**config.mk**
```make
export PLATFORM = sky130hd
export DESIGN_NAME = cfm_device_flat
export DESIGN_NICKNAME = d
export VERILOG_FILES = /design/src/core/cfm_pkg.sv /design/src/core/cfm_if.sv /design/src/core/cfm_device.sv /design/src/flat_wrapper.sv
export VERILOG_INCLUDE_DIRS = /design/src /design/src/core
export SDC_FILE = /design/constraint.sdc
export NUM_CORES = 1
export LEC_CHECK = 0
export BUFFER_PORTS_ARGS = -buffer_cell sky130_fd_sc_hd__buf_2
export CAP_MARGIN = 20
export CORE_ASPECT_RATIO = 1.2
export CORE_UTILIZATION = 50
export CTS_CLUSTER_SIZE = 8
export DETAILED_ROUTE_END_ITERATION = 10
export PLACE_DENSITY_LB_ADDON = 0.25
export SYNTH_ARGS = -nofsm -noshare
export SYNTH_HDL_FRONTEND = slang
export SYNTH_SLANG_ARGS = --single-unit
```
**constraint.sdc**
```tcl
create_clock -name clk -period 4.7 [get_ports clk]
set_input_delay 0.235 -clock clk [delete_from_list [all_inputs] [get_ports clk]]
set_output_delay 0.235 -clock clk [all_outputs]
set_load 0.005 [all_outputs]
```
**src/core/cfm_params.svh**
```systemverilog
// constants for the can fd mode controller: mode codes, register map, counts
// assumes inclusion by both ends and by the package
`ifndef CFM_PARAMS_SVH
`define CFM_PARAMS_SVH

`define CFM_OP_NORMAL_FD 3'h0
`define CFM_OP_SLEEP 3'h1
`define CFM_OP_LOOP_INT 3'h2
`define CFM_OP_LISTEN 3'h3
`define CFM_OP_CONFIG 3'h4
`define CFM_OP_LOOP_EXT 3'h5
`define CFM_OP_CLASSIC 3'h6
`define CFM_OP_RESTRICT 3'h7

`define CFM_INTEG_BITS 11
`define CFM_WAKE_FILT_CYC 16

`define CFM_REG_CTRL 4'h0
`define CFM_REG_STATUS 4'h4
`define CFM_REG_CFG 4'h8
`define CFM_REG_COUNT 4'hC

`define CFM_CTRL_LPM 3
`define CFM_CTRL_WAKE_IE 4
`define CFM_CTRL_WAKE_FILT 5
`define CFM_CTRL_OSC_CLR 6
`define CFM_CTRL_CS 7
`define CFM_STAT_OSC_DIS 3
`define CFM_STAT_CHANGED 4
`define CFM_STAT_WAKE 5

`define CFM_CTRL_RESET 32'h0000_0004

`endif

```
**src/core/cfm_pkg.sv**
```systemverilog
// types shared by both ends of the mode controller
// assumes cfm_params.svh on the include path
`include "cfm_params.svh"
package cfm_pkg;
    typedef logic [2:0] cfm_op_t;
    typedef logic [3:0] cfm_dlc_t;
    typedef logic [6:0] cfm_bytes_t;
    typedef enum logic [4:0] {
        CFM_CFG = 5'b00001,
        CFM_INTEG = 5'b00010,
        CFM_RUN = 5'b00100,
        CFM_SLEEP = 5'b01000,
        CFM_LPM = 5'b10000
    } cfm_state_t;
endpackage

```
**src/core/cfm_if.sv**
```systemverilog
// link between the software-facing host end and the controller end
// assumes one clock shared by both ends
interface cfm_if;
    import cfm_pkg::*;
    cfm_op_t requested_op_field;
    logic req_stb;
    logic low_power_enable_bit;
    logic osc_clear;
    logic wake_irq_enable;
    logic wake_filter_enable;
    logic cfg_stb;
    logic [7:0] cfg_wdata;
    logic cs_assert;
    cfm_op_t current_op_field;
    logic osc_disable_bit;
    logic op_change;
    logic wake_irq;
    logic fifo_reset_flag;
    logic [7:0] cfg_rdata;
    logic [7:0] error_counter_reg;
    logic [7:0] bus_diag_reg0;
    logic [7:0] bus_diag_reg1;
    modport device (
        input requested_op_field, req_stb, low_power_enable_bit, osc_clear, wake_irq_enable,
        input wake_filter_enable, cfg_stb, cfg_wdata, cs_assert,
        output current_op_field, osc_disable_bit, op_change, wake_irq, fifo_reset_flag,
        output cfg_rdata, error_counter_reg, bus_diag_reg0, bus_diag_reg1
    );
    modport host (
        output requested_op_field, req_stb, low_power_enable_bit, osc_clear, wake_irq_enable,
        output wake_filter_enable, cfg_stb, cfg_wdata, cs_assert,
        input current_op_field, osc_disable_bit, op_change, wake_irq, fifo_reset_flag,
        input cfg_rdata, error_counter_reg, bus_diag_reg0, bus_diag_reg1
    );
endinterface

```
**src/core/cfm_device.sv**
```systemverilog
// controller end: mode state machine, length decode, config write guard
// assumes a protocol engine on the same clock and a bus pin from outside
//
// Local design decisions: the Avalon-MM register port and the register addresses.
`include "cfm_params.svh"

module cfm_device #(
    parameter int INTEG_BITS = `CFM_INTEG_BITS,
    parameter int WAKE_FILT_CYC = `CFM_WAKE_FILT_CYC
) (
    input wire logic clk,
    input wire logic reset,
    input wire logic ce,
    cfm_if.device host,
    input wire logic bus_rx_pin,
    output logic bus_tx_pin,
    input wire logic bit_tick,
    input wire logic tx_bit,
    input wire logic tx_busy,
    input wire logic rx_busy,
    input wire logic tx_err,
    input wire logic rx_err,
    input wire logic tx_fdf,
    input wire logic tx_brs,
    input wire logic tx_esi,
    output logic tx_fdf_out,
    output logic tx_brs_out,
    output logic tx_esi_out,
    input wire logic rx_fdf,
    output logic rx_fd_error,
    input wire cfm_pkg::cfm_dlc_t dlc,
    input wire logic dlc_fd,
    output cfm_pkg::cfm_bytes_t byte_count,
    output logic crc21,
    output logic clock_stop
);
    import cfm_pkg::*;

    if (INTEG_BITS < 1 || INTEG_BITS > 255 || WAKE_FILT_CYC < 1 || WAKE_FILT_CYC > 255) begin : g_chk
        $error("cfm_device: counts out of range");
    end

    localparam logic [7:0] INTEG_LAST = 8'(INTEG_BITS - 1);
    localparam logic [7:0] FILT_LAST = 8'(WAKE_FILT_CYC - 1);

    cfm_state_t state;
    cfm_state_t next_state;
    cfm_op_t run_op;
    cfm_op_t pend_op;
    logic pend_valid;
    logic rx_s1;
    logic rx_s2;
    logic rx_prev;
    logic [7:0] integ_cnt;
    logic [7:0] filt_cnt;
    logic wake_evt;
    logic lpm_rst;
    logic soft_rst;
    logic bus_idle;
    logic leave_cfg;

    function automatic cfm_bytes_t dlc_bytes(input cfm_dlc_t d, input logic fd);
        if (d <= 4'h8)
            return cfm_bytes_t'(d);
        else if (!fd)
            return 7'h08;
        case (d)
            4'h9: return 7'h0C;
            4'hA: return 7'h10;
            4'hB: return 7'h14;
            4'hC: return 7'h18;
            4'hD: return 7'h20;
            4'hE: return 7'h30;
            default: return 7'h40;
        endcase
    endfunction

    function automatic logic is_normal(input cfm_op_t op);
        return op == `CFM_OP_NORMAL_FD || op == `CFM_OP_CLASSIC;
    endfunction

    function automatic logic is_debug(input cfm_op_t op);
        return op == `CFM_OP_LISTEN || op == `CFM_OP_RESTRICT ||
               op == `CFM_OP_LOOP_INT || op == `CFM_OP_LOOP_EXT;
    endfunction

    // from a running mode only config, the same mode, or sleep from a normal mode may follow
    function automatic logic legal(input cfm_state_t s, input cfm_op_t cur, input cfm_op_t op);
        if (s == CFM_CFG)
            return 1'b1;
        if (s == CFM_RUN)
            return op == `CFM_OP_CONFIG || op == cur ||
                   (op == `CFM_OP_SLEEP && is_normal(cur));
        return 1'b0;
    endfunction

    // tx and rx busy cover a frame in flight, so no change out of config or a running mode cuts it
    assign bus_idle = !tx_busy && !rx_busy;
    assign soft_rst = reset || lpm_rst;
    assign leave_cfg = state == CFM_CFG && next_state != CFM_CFG;

    // pin from outside the clock domain
    always_ff @(posedge clk) begin
        if (reset) begin
            rx_s1 <= 1'b1;
            rx_s2 <= 1'b1;
            rx_prev <= 1'b1;
        end else if (ce) begin
            rx_s1 <= bus_rx_pin;
            rx_s2 <= rx_s1;
            rx_prev <= rx_s2;
        end
    end

    // wake on a falling edge, or after a low of the filter time when filtered
    always_ff @(posedge clk) begin
        if (soft_rst) begin
            filt_cnt <= 8'h00;
        end else if (ce) begin
            if (rx_s2 || (state != CFM_SLEEP && state != CFM_LPM))
                filt_cnt <= 8'h00;
            else if (filt_cnt != 8'hFF)
                filt_cnt <= filt_cnt + 8'h01;
        end
    end

    always_comb begin
        if (state != CFM_SLEEP && state != CFM_LPM)
            wake_evt = 1'b0;
        else if (host.wake_filter_enable)
            wake_evt = filt_cnt == FILT_LAST;
        else
            wake_evt = rx_prev && !rx_s2;
    end

    // pending request, dropped when illegal
    always_ff @(posedge clk) begin
        if (soft_rst) begin
            pend_valid <= 1'b0;
            pend_op <= `CFM_OP_CONFIG;
        end else if (ce) begin
            if (host.req_stb && legal(state, run_op, host.requested_op_field)) begin
                pend_valid <= 1'b1;
                pend_op <= host.requested_op_field;
            end else if (host.req_stb || next_state != state) begin
                pend_valid <= 1'b0;
            end
        end
    end

    always_comb begin
        next_state = state;
        case (state)
            CFM_CFG: begin
                if (pend_valid && bus_idle && pend_op == `CFM_OP_SLEEP)
                    next_state = host.low_power_enable_bit ? CFM_LPM : CFM_SLEEP;
                else if (pend_valid && bus_idle && pend_op != `CFM_OP_CONFIG)
                    next_state = CFM_INTEG;
            end
            CFM_INTEG: begin
                if (pend_valid && pend_op == `CFM_OP_CONFIG)
                    next_state = CFM_CFG;
                else if (bit_tick && rx_s2 && integ_cnt == INTEG_LAST)
                    next_state = CFM_RUN;
            end
            CFM_RUN: begin
                if (pend_valid && bus_idle && pend_op == `CFM_OP_CONFIG)
                    next_state = CFM_CFG;
                else if (pend_valid && bus_idle && pend_op == `CFM_OP_SLEEP)
                    next_state = host.low_power_enable_bit ? CFM_LPM : CFM_SLEEP;
            end
            CFM_SLEEP: begin
                if (host.osc_clear || wake_evt)
                    next_state = CFM_CFG;
            end
            CFM_LPM: begin
                if (host.cs_assert || wake_evt)
                    next_state = CFM_CFG;
            end
            default: next_state = CFM_CFG;
        endcase
    end

    always_ff @(posedge clk) begin
        if (soft_rst) begin
            state <= CFM_CFG;
            run_op <= `CFM_OP_CONFIG;
        end else if (ce) begin
            state <= next_state;
            if (state == CFM_CFG && next_state == CFM_INTEG)
                run_op <= pend_op;
            else if (next_state != CFM_INTEG && next_state != CFM_RUN)
                run_op <= `CFM_OP_CONFIG;
        end
    end

    // dominant bit restarts the recessive run
    always_ff @(posedge clk) begin
        if (soft_rst) begin
            integ_cnt <= 8'h00;
        end else if (ce) begin
            if (state != CFM_INTEG || (bit_tick && !rx_s2))
                integ_cnt <= 8'h00;
            else if (bit_tick && integ_cnt != INTEG_LAST)
                integ_cnt <= integ_cnt + 8'h01;
        end
    end

    // leaving low power resets the controller-end state, outputs and counters but not the host registers; one pulse is enough
    always_ff @(posedge clk) begin
        if (reset)
            lpm_rst <= 1'b0;
        else if (ce)
            lpm_rst <= state == CFM_LPM && next_state == CFM_CFG;
    end

    always_ff @(posedge clk) begin
        if (soft_rst) begin
            host.current_op_field <= `CFM_OP_CONFIG;
            host.op_change <= 1'b0;
            host.fifo_reset_flag <= 1'b1;
            clock_stop <= 1'b0;
            bus_tx_pin <= 1'b1;
        end else if (ce) begin
            host.current_op_field <= state == CFM_RUN ? run_op : `CFM_OP_CONFIG;
            host.op_change <= host.current_op_field != (state == CFM_RUN ? run_op : `CFM_OP_CONFIG);
            host.fifo_reset_flag <= state == CFM_CFG;
            clock_stop <= state == CFM_SLEEP || state == CFM_LPM;
            bus_tx_pin <= state == CFM_RUN ? tx_bit : 1'b1;
        end
    end

    always_ff @(posedge clk) begin
        if (soft_rst)
            host.osc_disable_bit <= 1'b0;
        else if (ce) begin
            if (state == CFM_SLEEP && !host.osc_clear)
                host.osc_disable_bit <= 1'b1;
            else if (host.osc_clear || state != CFM_SLEEP)
                host.osc_disable_bit <= 1'b0;
        end
    end

    always_ff @(posedge clk) begin
        if (soft_rst)
            host.wake_irq <= 1'b0;
        else if (ce)
            host.wake_irq <= wake_evt && host.wake_irq_enable;
    end

    always_ff @(posedge clk) begin
        if (soft_rst)
            host.cfg_rdata <= 8'h00;
        else if (ce && host.cfg_stb && state == CFM_CFG && host.current_op_field == `CFM_OP_CONFIG)
            host.cfg_rdata <= host.cfg_wdata;
    end

    always_ff @(posedge clk) begin
        if (soft_rst || (ce && leave_cfg)) begin
            host.error_counter_reg <= 8'h00;
            host.bus_diag_reg0 <= 8'h00;
            host.bus_diag_reg1 <= 8'h00;
        end else if (ce && state == CFM_RUN) begin
            host.error_counter_reg <= host.error_counter_reg + 8'({tx_err & rx_err, tx_err ^ rx_err});
            host.bus_diag_reg0 <= host.bus_diag_reg0 + 8'(tx_err);
            host.bus_diag_reg1 <= host.bus_diag_reg1 + 8'(rx_err);
        end
    end

    always_ff @(posedge clk) begin
        if (soft_rst) begin
            tx_fdf_out <= 1'b0;
            tx_brs_out <= 1'b0;
            tx_esi_out <= 1'b0;
            rx_fd_error <= 1'b0;
            byte_count <= 7'h00;
            crc21 <= 1'b0;
        end else if (ce) begin
            tx_fdf_out <= tx_fdf && run_op != `CFM_OP_CLASSIC;
            tx_brs_out <= tx_brs && run_op != `CFM_OP_CLASSIC;
            tx_esi_out <= tx_esi && run_op != `CFM_OP_CLASSIC;
            rx_fd_error <= state == CFM_RUN && run_op == `CFM_OP_CLASSIC && rx_fdf;
            byte_count <= dlc_bytes(dlc, dlc_fd);
            crc21 <= dlc_fd && dlc_bytes(dlc, dlc_fd) > 7'h10;
        end
    end
endmodule

```
**src/flat_wrapper.sv**
```systemverilog
// flat-port wrapper written by rule: the top's interface ports become plain ports
module cfm_device_flat import cfm_pkg::*;
#(
    parameter int INTEG_BITS = `CFM_INTEG_BITS,
    parameter int WAKE_FILT_CYC = `CFM_WAKE_FILT_CYC
)
  (clk, reset, ce, bus_rx_pin, bus_tx_pin, bit_tick, tx_bit, tx_busy, rx_busy, tx_err, rx_err, tx_fdf, tx_brs, tx_esi, tx_fdf_out, tx_brs_out, tx_esi_out, rx_fdf, rx_fd_error, dlc, dlc_fd, byte_count, crc21, clock_stop, host_requested_op_field, host_req_stb, host_low_power_enable_bit, host_osc_clear, host_wake_irq_enable, host_wake_filter_enable, host_cfg_stb, host_cfg_wdata, host_cs_assert, host_current_op_field, host_osc_disable_bit, host_op_change, host_wake_irq, host_fifo_reset_flag, host_cfg_rdata, host_error_counter_reg, host_bus_diag_reg0, host_bus_diag_reg1);
  cfm_if host_i ();
  input wire logic clk;
  input wire logic reset;
  input wire logic ce;
  input wire logic bus_rx_pin;
  output logic bus_tx_pin;
  input wire logic bit_tick;
  input wire logic tx_bit;
  input wire logic tx_busy;
  input wire logic rx_busy;
  input wire logic tx_err;
  input wire logic rx_err;
  input wire logic tx_fdf;
  input wire logic tx_brs;
  input wire logic tx_esi;
  output logic tx_fdf_out;
  output logic tx_brs_out;
  output logic tx_esi_out;
  input wire logic rx_fdf;
  output logic rx_fd_error;
  input wire cfm_pkg::cfm_dlc_t dlc;
  input wire logic dlc_fd;
  output cfm_pkg::cfm_bytes_t byte_count;
  output logic crc21;
  output logic clock_stop;
  input wire logic [$bits(host_i.requested_op_field)-1:0] host_requested_op_field;
  input wire logic [$bits(host_i.req_stb)-1:0] host_req_stb;
  input wire logic [$bits(host_i.low_power_enable_bit)-1:0] host_low_power_enable_bit;
  input wire logic [$bits(host_i.osc_clear)-1:0] host_osc_clear;
  input wire logic [$bits(host_i.wake_irq_enable)-1:0] host_wake_irq_enable;
  input wire logic [$bits(host_i.wake_filter_enable)-1:0] host_wake_filter_enable;
  input wire logic [$bits(host_i.cfg_stb)-1:0] host_cfg_stb;
  input wire logic [$bits(host_i.cfg_wdata)-1:0] host_cfg_wdata;
  input wire logic [$bits(host_i.cs_assert)-1:0] host_cs_assert;
  output wire logic [$bits(host_i.current_op_field)-1:0] host_current_op_field;
  output wire logic [$bits(host_i.osc_disable_bit)-1:0] host_osc_disable_bit;
  output wire logic [$bits(host_i.op_change)-1:0] host_op_change;
  output wire logic [$bits(host_i.wake_irq)-1:0] host_wake_irq;
  output wire logic [$bits(host_i.fifo_reset_flag)-1:0] host_fifo_reset_flag;
  output wire logic [$bits(host_i.cfg_rdata)-1:0] host_cfg_rdata;
  output wire logic [$bits(host_i.error_counter_reg)-1:0] host_error_counter_reg;
  output wire logic [$bits(host_i.bus_diag_reg0)-1:0] host_bus_diag_reg0;
  output wire logic [$bits(host_i.bus_diag_reg1)-1:0] host_bus_diag_reg1;
  assign host_i.requested_op_field = host_requested_op_field;
  assign host_i.req_stb = host_req_stb;
  assign host_i.low_power_enable_bit = host_low_power_enable_bit;
  assign host_i.osc_clear = host_osc_clear;
  assign host_i.wake_irq_enable = host_wake_irq_enable;
  assign host_i.wake_filter_enable = host_wake_filter_enable;
  assign host_i.cfg_stb = host_cfg_stb;
  assign host_i.cfg_wdata = host_cfg_wdata;
  assign host_i.cs_assert = host_cs_assert;
  assign host_current_op_field = host_i.current_op_field;
  assign host_osc_disable_bit = host_i.osc_disable_bit;
  assign host_op_change = host_i.op_change;
  assign host_wake_irq = host_i.wake_irq;
  assign host_fifo_reset_flag = host_i.fifo_reset_flag;
  assign host_cfg_rdata = host_i.cfg_rdata;
  assign host_error_counter_reg = host_i.error_counter_reg;
  assign host_bus_diag_reg0 = host_i.bus_diag_reg0;
  assign host_bus_diag_reg1 = host_i.bus_diag_reg1;
  cfm_device #(.INTEG_BITS(INTEG_BITS), .WAKE_FILT_CYC(WAKE_FILT_CYC)) u_core (.clk(clk), .reset(reset), .ce(ce), .host(host_i), .bus_rx_pin(bus_rx_pin), .bus_tx_pin(bus_tx_pin), .bit_tick(bit_tick), .tx_bit(tx_bit), .tx_busy(tx_busy), .rx_busy(rx_busy), .tx_err(tx_err), .rx_err(rx_err), .tx_fdf(tx_fdf), .tx_brs(tx_brs), .tx_esi(tx_esi), .tx_fdf_out(tx_fdf_out), .tx_brs_out(tx_brs_out), .tx_esi_out(tx_esi_out), .rx_fdf(rx_fdf), .rx_fd_error(rx_fd_error), .dlc(dlc), .dlc_fd(dlc_fd), .byte_count(byte_count), .crc21(crc21), .clock_stop(clock_stop));
endmodule
```
# Word level (Yosys, flattened, before mapping)
# Cells that the tools add are included.
[classes]
addsub = 5
mul = 0
div = 0
order_cmp = 2
eq_ne = 34
n_shift = 0
mux = 47
bitwise = 2
reduce_logical = 59
[op_table]
columns = ["op", "n"]
rows = [
  ["two-way mux 5 bit", 9],
  ["case mux 7 bit (6 select lines)", 1],
  ["two-way mux 7 bit", 5],
  ["two-way mux 8 bit", 4],
  ["logical AND 1 bit", 31],
  ["case mux 5 bit (5 select lines)", 1],
  ["== test 4 bit (second input constant)", 6],
  ["two-way mux 1 bit", 24],
  ["adder 8 x 1 -> 8 bit", 2],
  ["adder 8 x 1 -> 8 bit (second input constant)", 2],
  ["== test 8 x 4 -> 1 bit (second input constant)", 2],
  ["== test 3 bit (second input constant)", 4],
  ["logical OR 1 bit", 12],
  ["AND reduction 2 bit", 6],
  ["== test 5 x 1 -> 1 bit (second input constant)", 2],
  ["== test 5 x 2 -> 1 bit (second input constant)", 2],
  ["inequality test 5 x 2 -> 1 bit (second input constant)", 2],
  ["nonzero test 2 bit", 5],
  ["two-way mux 3 bit", 3],
  ["adder 8 x 2 -> 8 bit", 1],
  ["inequality test 8 x 4 -> 1 bit (second input constant)", 1],
  ["inequality test 8 bit (second input constant)", 1],
  ["greater-than comparator 7 x 5 -> 1 bit (second input constant)", 1],
  ["== test 3 x 1 -> 1 bit (second input constant)", 2],
  ["16 further kinds", 20],
]
[word_totals]
register_bits = 85
latchBits = 0
mem_bits_rw = 0
romBits = 0
out_inout_bits = 53
elab_cells = 176
mem_count = 0

# Logic depth before layout (Yosys ltp)
# Gate-level depths: netlist of the first run.
[logic_depth]
depth_word = 14
mapped_depth = 9
ltp_nobuf = 8

# Worst setup path before layout of the first run
# Ideal clock, no wire load.
[synth_timing]
path_type = "reg2reg"
startpoint = "register u_core.state[4]"
endpoint = "register u_core.host.error_counter_reg[2]"
t_arrival_ns = 1.844
t_required_ns = 4.585
path_slack_ns = 2.741
stages_incl_launch_ff = 9
path_buffers = 2
cell_sequence = "dfxtp_1 > buf_6 > or4b_4 > or2_4 > nand3_1 > nand4_1 > o21ai_2 > buf_6 > nor2_1"
[synth_via]
elab_chain_cells = 10
[synth_rtl]
columns = ["item", "line_no", "rtl"]
rows = [
  ["start: declaration", "cfm_device.sv:46", "cfm_state_t state;"],
  ["start signal: assignment", "cfm_device.sv:189", "state <= next_state;"],
  ["inequality test 5 x 4 -> 1 bit or inequality test 5 bit (tied branches)", "cfm_device.sv:128", "if (state != CFM_SLEEP && state != CFM_LPM)"],
  ["logical AND 1 bit", "cfm_device.sv:128", ""],
  ["two-way mux 1 bit", "cfm_device.sv:128", ""],
  ["logical OR 1 bit, on equally long branches", "cfm_device.sv:177, cfm_device.sv:173", ""],
  ["two-way mux 5 bit, on equally long branches", "cfm_device.sv:177, cfm_device.sv:173", ""],
  ["case mux 5 bit (5 select lines)", "cfm_device.sv:153", "case (state)"],
  ["inequality test 5 x 1 -> 1 bit", "cfm_device.sv:100", "assign leave_cfg = state == CFM_CFG && next_state != CFM_CFG;"],
  ["logical AND 1 bit", "cfm_device.sv:100", ""],
  ["logical AND 1 bit", "cfm_device.sv:259", "if (soft_rst || (ce && leave_cfg)) begin"],
  ["logical OR 1 bit", "cfm_device.sv:259", ""],
  ["end signal: assignment", "cfm_device.sv:264", "host.error_counter_reg <= host.error_counter_reg + 8'({tx_err & rx_err, tx_err ^ rx_err});"],
  ["end: declaration", "cfm_if.sv:27", "output cfg_rdata, error_counter_reg, bus_diag_reg0, bus_diag_reg1"],
]
# Several ways; a longest one is shown, not always the timed one.
# A chain may end at the register's enable or synchronous reset.

# Worst setup path in the final report of the first run
[layout_timing]
startpoint = "register u_core.state[2]"
endpoint = "register u_core.host.error_counter_reg[5]"
# The elaborated chain is that of the path after synthesis.

==> qor_table.md, run 1 <==
| Result | This run | Unit |
|:---|:---|:---|
| Most used flip-flop cell after synthesis | dfxtp_1 | - |
| Non-filler instance count after layout | 696 | - |
| Total power per unit cell area | 296 | nW/um^2 |
| Required time of the critical path | 4.92 | ns |
| Final design utilization | 60.4 | % |
| Diode insertion count for antenna repair | 0 | - |
| Worst VDD drop | 0.000194 | V |
| GRT Util Overall | 23.0 | % |
| Io pins | 90 | - |
| Post-layout minimum cycle time | 2.54 | ns |
| DRC violation total after the first TritonRoute iteration | 175 | - |
| Cell Area, Placed | 4700 | sq um |
| Share of the synthesized area in the top cell type | 40.1 | % |
| Design area | 4920 | sq um |
| Total half-perimeter wirelength after legalization and detailed placement | 6800 | um |
| Distinct cell type count of the synthesized netlist | 61 | - |
| Skew-Pair Late Insertion Delay | 0.37 | ns |
| Vias per cell | 5.39 | - |
| Critical path peak fanout | 24 | - |
| Maximum count of clock buffers along a single path | 2 | - |
| Root cell of the clock tree | clkbuf_8 | - |
| CP endpoint kind | register | - |
| Number of placed cells counting well taps | 680 | - |
| Initial antenna violation count | 0 | - |
| Unrepaired setup endpoints after global routing | false | - |
| Effective utilization at floorplan | 52.0 | % |
| Number of endpoints with negative hold slack in the final report | 0 | - |
| Number of buffers inserted during clock tree synthesis | 9 | - |
| Filler Cells Inserted | 751 | - |
| Least-Margin Pin Slew | 0.964 | ns |
| Via total after detailed routing | 3754 | - |
| Fraction of final layout cells sized beyond drive strength 1 | 21.0 | % |
| Via count of the first global-routing pass | 3596 | - |
| Final global-route overflow total | 0 | - |
| Aggregate negative setup slack | 0 | ns |
| Total standard cell area after synthesis | 4240 | sq um |
| Arrival time at the worst endpoint | 2.77 | ns |
| Seq. cell area | 1700 | sq um |
| Full die area | 8850 | sq um |
| Post-CTS Hold Fix Bufs | 0 | - |
| Residual DRC count | 0 | - |
| CTS resizes | 0 | - |
| WL/cell | 13.4 | um |
| Type of the most critical hold path | input port to register | - |
| Maximum number of pins on one net before global-route repair | 44 | - |
| Clock-pin transition on the worst setup and hold timing paths | 0.08 | ns |
| Path type of the worst setup path | register to register | - |
| Leak Pwr | 2.12 | nW |
| Register-to-register setup slack | 2.16 | ns |
| Number of nets in the layout | 625 | - |
| Max-cap violation count | 0 | - |
| Result of the run | complete, no violations | - |
| Count of input and output buffers | 89 | - |
| Final setup fails | 0 | - |
| H-tree levels | 3 | - |
| Yosys top cell by area | dfxtp_1 | - |
| Yosys Warn Count | 0 | - |
| Chip Width | 86.1 | um |
| Period utilization | 54.1 | % |
| Placer's final routability congestion estimate | 0.878 | - |
| Detailed Route WL | 9360 | um |
| Placeable core region | 8150 | sq um |
| Register bit count reported by yosys | 85 | - |
| Synthesized netlist cell count | 504 | - |
| Post-synthesis sequential area ratio | 40.1 | % |
| Upper clock frequency limit | 393 | MHz |
| Area growth from synthesis to layout | 16.1 | % |
| Footprint of the multi-input gates | 2360 | sq um |
| Share of synthesized flip-flops with an asynchronous set or reset | 0 | % |
| Worst clock skew | 0.00509 | ns |
| Leading post-synthesis cells by cell area | dfxtp_1 (40%), nor2_1 (6.4%), xor2_1 (6.0%) | - |
| Wire length of the first global-routing pass | 16000 | um |
| Number of placement rows | 36 | - |
| Setup fix buffers added after clock tree synthesis | 0 | - |
| Synth Net Count | 552 | - |
| Post-synth EDFFs | 0 | - |
| Post-Syn Area per Cell | 8.41 | sq um |
| Detailed-router iteration count before antenna repair | 5 | - |
| Pins Over Slew Limit | 0 | - |
| Post-route worst hold slack | 0.0730 | ns |
| Worst-case headroom to the max-slew limit | 35.7 | % |
| Kind of start point of the critical path | register | - |
| Die boundary height | 103 | um |
| Clock tree from TritonCTS | yes | - |
| TritonCTS Sinks | 85 | - |
| Antenna Violating Nets Remaining | 0 | - |
## through the flow
stage | worst slack, ns | power (W)
after detailed placement | 2.16 | 0.000899
after global routing | 1.96 | 0.00152
final | 2.16 | 0.00146
after CTS | 2.14 | 0.00147
after global placement | 2.24 | 0.000896
after floorplan | 2.74 | 0.000857
## power by group
group          leakage, nW  internal [W]  total (W)  switching, W
clock network        0.112      0.000312   0.000576      0.000264
registers            0.689      0.000735   0.000749     0.0000145
logic                 1.31     0.0000554   0.000133     0.0000779
## worst max-delay path, stage by stage (launching register included)
cell     delay (ns)
dfxtp_1        0.41
or4b_4         0.58
or2_4          0.26
nand3_1        0.10
nand4_1        0.13
o21ai_2        0.78
nor2_1         0.12
## layout make-up
type / count / share of cell area (%)
multi-input cells: 381 / 47.9
flip-flops and latches: 85 / 34.6
repair buffers: 91 / 9.35
well taps: 114 / 2.90
clock buffers: 10 / 2.80
clock inverters: 6 / 1.75
inverters: 9 / 0.686
## Yosys cell counts, types with 3 or more instances
cell and count:
dfxtp_1 85, nor2_1 72, nand2_1 49, a21oi_1 31
xor2_1 29, clkbuf_1 19, o21ai_0 18, mux2i_1 17
nand3_1 15, nand4_1 15, and3_1 12, nor3_1 11
ha_1 10, inv_1 9, nand2b_1 9, nor2b_1 7
xnor2_1 7, or3_1 6, buf_2 5, nor4_1 5
a211o_1 4, a31oi_1 4, and2_1 4, buf_6 4
and4_1 3, o2111ai_1 3, o211ai_1 3, o21a_1 3
## layer usage
layer	wire, um	up-vias	track usage [%]	share of wire, %
met4	177	0	11.3	1.9
met2	4350	112	38.9	46
li1	-	1901	-	-
met3	558	10	6.00	6.0
met5	0	-	0	0
met1	4270	1731	27.1	46
## layout by cell type (no fill, tap or decap), types with 3 or more instances in the layout
master / instances
inv_1: 9
and3_1: 12
o21a_1: 3
ha_1: 10
and2_1: 4
dfxtp_1: 85
nor4_1: 5
nand2_1: 49
and4_1: 3
or3_1: 6
nand3_1: 15
xnor2_1: 7
nor2_1: 72
a31oi_1: 4
o2111ai_1: 3
o21ai_0: 18
nand2b_1: 9
o211ai_1: 3
nand4_1: 15
nor2b_1: 7
a211o_1: 4
nor3_1: 11
clkbuf_8: 10
xor2_1: 29
mux2i_1: 17
buf_2: 89
a21oi_1: 31
## kinds of logic (layout without fill, tap and decap cells)
logic type      after synthesis  in the layout  synth area share [%]
xor+xnor                     36             36                  7.44
flops                        85             85                  40.1
mux                          17             17                  4.01
simple gates                230            230                  27.5
compound gates               87             87                  13.2
buf+inv                      38            116                  4.22
fa+ha+maj                    11             11                  3.42
## final timing paths
kind	startpoint	end	depth (start not counted)
hold / removal	bus_rx_pin	u_core.rx_s1	2
hold reg to reg	u_core.byte_count[3]	u_core.byte_count[3]	2
setup reg to reg	u_core.state[2]	u_core.host.error_counter_reg[5]	6
setup / recovery	u_core.state[2]	u_core.host.error_counter_reg[5]	6
(Power assumes the default switching activity.)
==> run 2: changes to the inputs <==
--- a/config.mk
+++ b/config.mk
@@ -6,6 +6,7 @@
 export SDC_FILE = /design/constraint.sdc
 export NUM_CORES = 1
 export LEC_CHECK = 0
+export ABC_AREA = 1
 export BUFFER_PORTS_ARGS = -buffer_cell sky130_fd_sc_hd__buf_2
 export CAP_MARGIN = 20
 export CORE_ASPECT_RATIO = 1.2
==> constraint.sdc (replaced) <==
create_clock -name clk -period 2.6 [get_ports clk]
set_input_delay 0.13 -clock clk [delete_from_list [all_inputs] [get_ports clk]]
set_output_delay 0.13 -clock clk [all_outputs]
set_load 0.005 [all_outputs]
==> run 2 against run 1 <==
Compared with the run above:
- sequential power up 83%
- cell count up 11%
- largest power group unchanged
- via count is 5.4% higher
- global-route usage down 1.1 points
==> qor_table.md, run 2 <==
| Result | This run | Unit | vs previous |
|:---|:---|:---|:---|
| Post-synthesis share of cell area spent on full adders, half adders and majority gates | 3.48 | % | +0.053 points |
| Antenna Violating Nets Remaining | 0 | - | unchanged |
| Leak Pwr | 2.32 | nW | +9.5% |
| Sequential share of power | 50.0 | % | -1.4 points |
| Chip Width | 85.4 | um | -0.75% |
| Register bit count reported by yosys | 85 | - | unchanged |
| WL/cell | 12.1 | um | -10% |
| Upper clock frequency limit | 515 | MHz | +31% |
| Cell Area, Placed | 4700 | sq um | about the same |
| Max-cap violation count | 0 | - | unchanged |
| Full die area | 8720 | sq um | -1.5% |
| Period utilization | 74.7 | % | +21 points |
| Path type of the worst setup path | register to register | - |  |
| Post-Syn Area per Cell | 7.30 | sq um | -13% |
| Placeable core region | 8110 | sq um | -0.55% |
| Register-to-register setup slack | 0.66 | ns | -1.50 ns |
| Worst-case headroom to the max-slew limit | 58.5 | % | +23 points |
| Clock group share of total power | 38.9 | % | -0.6 points |
| Worst clock skew | 0.0128 | ns | +0.00768 ns |
| Number of endpoints with negative hold slack in the final report | 0 | - | unchanged |
| Clock-pin transition on the worst setup and hold timing paths | 0.09 | ns | about the same |
| Number of placed cells counting well taps | 746 | - | +9.7% |
| Post-synthesis compound-gate area fraction | 13.2 | % | about the same |
| Fraction of final layout cells sized beyond drive strength 1 | 21.6 | % | +0.60 points |
| Sum of internal, switching and leakage power | 0.00274 | W | +88% |
| Required time of the critical path | 2.84 | ns | -2.08 ns |
| Most frequent cell after synthesis | nand2_1 | - |  |
| Post-synthesis sequential area ratio | 40.8 | % | +0.63 points |
| Switching Fraction | 26.3 | % | +1.9 points |
| Diode insertion count for antenna repair | 0 | - | unchanged |
| Mux contribution to synthesized area | 0 | % | -4.0 points |
| Number of buffers inserted during clock tree synthesis | 9 | - | unchanged |
| Initial antenna violation count | 0 | - | unchanged |
| DRC violation total after the first TritonRoute iteration | 121 | - | -31% |
| Design area | 5020 | sq um | +2.1% |
| Stage delay of the slowest cell on the critical path | 0.39 | ns | -0.39 ns |
| Worst flop-to-flop path startpoint | u_core.state[0] | - |  |
| Cell internal pwr | 0.00202 | W | +83% |
| Dominant cell type by count on the critical path | nor2_1 | - |  |
| Logic gate share of total power | 11.1 | % | +2.0 points |
| Clock tree from TritonCTS | yes | - |  |
| Unrepaired setup endpoints after global routing | false | - |  |
| Termination of the worst setup path | u_core.host.bus_diag_reg0[6] | - |  |
| Most used flip-flop cell after synthesis | dfxtp_1 | - |  |
| CTS resizes | 0 | - | unchanged |
| Largest family of logic cells by synthesized area | simple AND/OR/NAND/NOR gates | - |  |
| Final setup fails | 0 | - | unchanged |
| Placer's final routability congestion estimate | 0.866 | - | -1.3% |
| Yosys top cell by area | dfxtp_1 | - |  |
| Count of input and output buffers | 89 | - | unchanged |
| Synth Net Count | 620 | - | +12% |
| Wire length of the first global-routing pass | 15400 | um | -4.1% |
| Worst VDD drop | 0.000349 | V | +80% |
| Maximum count of clock buffers along a single path | 2 | - | unchanged |
| Post-synth EDFFs | 0 | - | unchanged |
| Yosys Warn Count | 0 | - | unchanged |
| Area growth from synthesis to layout | 20.3 | % |  |
| Detailed-router iteration count before antenna repair | 4 | - | -1 |
| CP endpoint kind | register | - |  |
| Total half-perimeter wirelength after legalization and detailed placement | 6860 | um | +0.91% |
| Slowest cell on the critical path | nor2_4 | - |  |
| Non-filler instance count after layout | 772 | - | +11% |
| Footprint of the multi-input gates | 2150 | sq um | -8.8% |
| Worst Setup SP | u_core.state[0] | - |  |
| Residual DRC count | 0 | - | unchanged |
| Final global-route overflow total | 0 | - | unchanged |
| Most frequent cells after synthesis | nand2_1 (105), dfxtp_1 (85), nor2_1 (74) | - |  |
| Via count of the first global-routing pass | 3700 | - | +2.9% |
| Least-Margin Pin Slew | 0.614 | ns | -0.350 ns |
| Arrival time at the worst endpoint | 2.18 | ns | -0.59 ns |
| Aggregate negative setup slack | 0 | ns | unchanged |
| Leading post-synthesis cells by cell area | dfxtp_1 (41%), nand2_1 (9.4%), nor2_1 (6.7%) | - |  |
| H-tree levels | 3 | - | unchanged |
| Skew-Pair Late Insertion Delay | 0.36 | ns | about the same |
| R2r worst-path depth | 8 | - | +2 |
| Cells along the critical path | nor2_2 > nand4_1 > nor2_4 > nand2_1 > nor2_1 > nand3_1 > xor2_1 > nor2_1 | - |  |
| Number of placement rows | 36 | - | unchanged |
| Xor and xnor area share after synthesis | 4.41 | % | -3.0 points |
| Simple-Gate Fraction of Synth Area | 30.4 | % | +2.9 points |
| Detailed Route WL | 9350 | um | -0.13% |
| Via total after detailed routing | 3955 | - | +5.4% |
| Type of the most critical hold path | input port to register | - |  |
| Distinct cell type count of the synthesized netlist | 43 | - | -30% |
| Effective utilization at floorplan | 51.5 | % | -0.51 points |
| Die boundary height | 102 | um | -0.75% |
| Root cell of the clock tree | clkbuf_8 | - |  |
| Critical path peak fanout | 17 | - | -29% |
| Total standard cell area after synthesis | 4180 | sq um | -1.5% |
| Pins Over Slew Limit | 0 | - | unchanged |
| Leading cell type in the layout, fill and taps excluded | nand2_1 | - |  |
| Result of the run | complete, no violations | - |  |
| Synthesized netlist cell count | 572 | - | +13% |
| Maximum number of pins on one net before global-route repair | 41 | - | -6.8% |
| Seq. cell area | 1700 | sq um | unchanged |
| Share of the synthesized area in the top cell type | 40.8 | % | +0.63 points |
| Kind of start point of the critical path | register | - |  |
| Worst reg2reg path endpoint | u_core.host.bus_diag_reg0[6] | - |  |
| Vias per cell | 5.12 | - | -5.0% |
| GRT Util Overall | 21.9 | % | -1.1 points |
| Io pins | 90 | - | unchanged |
| Commonest non-fill, non-tap cells in the layout | nand2_1 (105), buf_2 (89), dfxtp_1 (85) | - |  |
| Share of synthesized flip-flops with an asynchronous set or reset | 0 | % | unchanged |
| Total power per unit cell area | 545 | nW/um^2 | +84% |
| Number of nets in the layout | 720 | - | +15% |
| Power dissipated by switching net loads | 0.000722 | W | +100% |
| Filler Cells Inserted | 736 | - | -2.0% |
| Post-layout minimum cycle time | 1.94 | ns | -0.601 ns |
| TritonCTS Sinks | 85 | - | unchanged |
-- run 2: cell count changes in the layout (fill, tap and decap cells not counted), sizes merged, moves of 7 or more --
cell,delta
nor2,+13
inv,+61
nand2,+59
xor2,-17
nand2b,-9
nor2b,-7
and3,-12
dlygate4sd3,+10
o21ai,+23
nand3,+24
mux2i,-17
a21oi,+10
-- run 2: worst max-delay path, delay by kind of cell (launching register included) --
family / cells / cell delay (ns)
and+or+nand+nor: 7 / 1.31
DFF: 1 / 0.37
xor gates and xnor gates: 1 / 0.15
-- run 2: final cells by class --
class / instances / share of cell area (%)
inverters: 68 / 5.08
flip-flops and latches: 85 / 33.9
clock inverters: 7 / 2.09
clock buffers: 9 / 2.47
multi-input cells: 406 / 42.8
well taps: 95 / 2.37
repair buffers: 102 / 11.3
-- run 2: power groups by stage --
| stage | clock network (W) | registers, W | logic [W] |
|---|---|---|---|
| finish | 0.00106 | 0.00137 | 0.000305 |
| global route | 0.00114 | 0.00138 | 0.000346 |
| CTS | 0.00109 | 0.00137 | 0.000306 |
| detailed placement | 0 | 0.00140 | 0.000293 |
| global placement | 0 | 0.00140 | 0.000288 |
| floorplan | 0 | 0.00140 | 0.000192 |
-- run 2: kinds of logic after synthesis --
| logic type | after synthesis |
|---|---|
| AND/OR/NAND/NOR | 274 |
| AO/OA/AOI/OAI | 100 |
| buffers and inverters | 81 |
| flip-flops | 85 |
| adder cells (fa/ha/maj) | 11 |
| XOR/XNOR | 21 |
-- run 2: worst min-delay path by stage --
stage,slack [ns],cells after the start,to,startpoint
final,0.005,3,u_core.host.cfg_rdata[1],host_cfg_wdata[1]
after global routing,0.005,3,u_core.tx_esi_out,tx_esi
after CTS,0.001,3,u_core.tx_fdf_out,tx_fdf
after detailed placement,0.36,3,u_core.bus_tx_pin,tx_bit
after global placement,0.35,3,u_core.host.cfg_rdata[3],host_cfg_wdata[3]
after floorplan,0.20,1,u_core.lpm_rst,reset
-- run 2: timing repair --
item	4_1_cts	5_1_grt
hold buffers	10	0
endpoints found under the hold margin	10	0
setup endpoints to repair	0	0
buffers inserted	0	0
-- run 2: through the flow --
step	worst slack (ns)	utilization [%]	hold WS, ns
after CTS	0.634	62.0	0.000982
after global routing	0.466	62.0	0.00490
final	0.658	62.0	0.00542
after detailed placement	0.673	57.9	0.363
after floorplan	0.905	-	0.199
after global placement	0.734	57.9	0.354
-- run 2: routing by layer --
| layer | part of all wire (%) | track usage [%] |
|---|---|---|
| met1 | 45 | 24.3 |
| met2 | 49 | 40.2 |
| met3 | 4.9 | 5.74 |
| met4 | 1.8 | 8.08 |
| met5 | 0 | 0 |
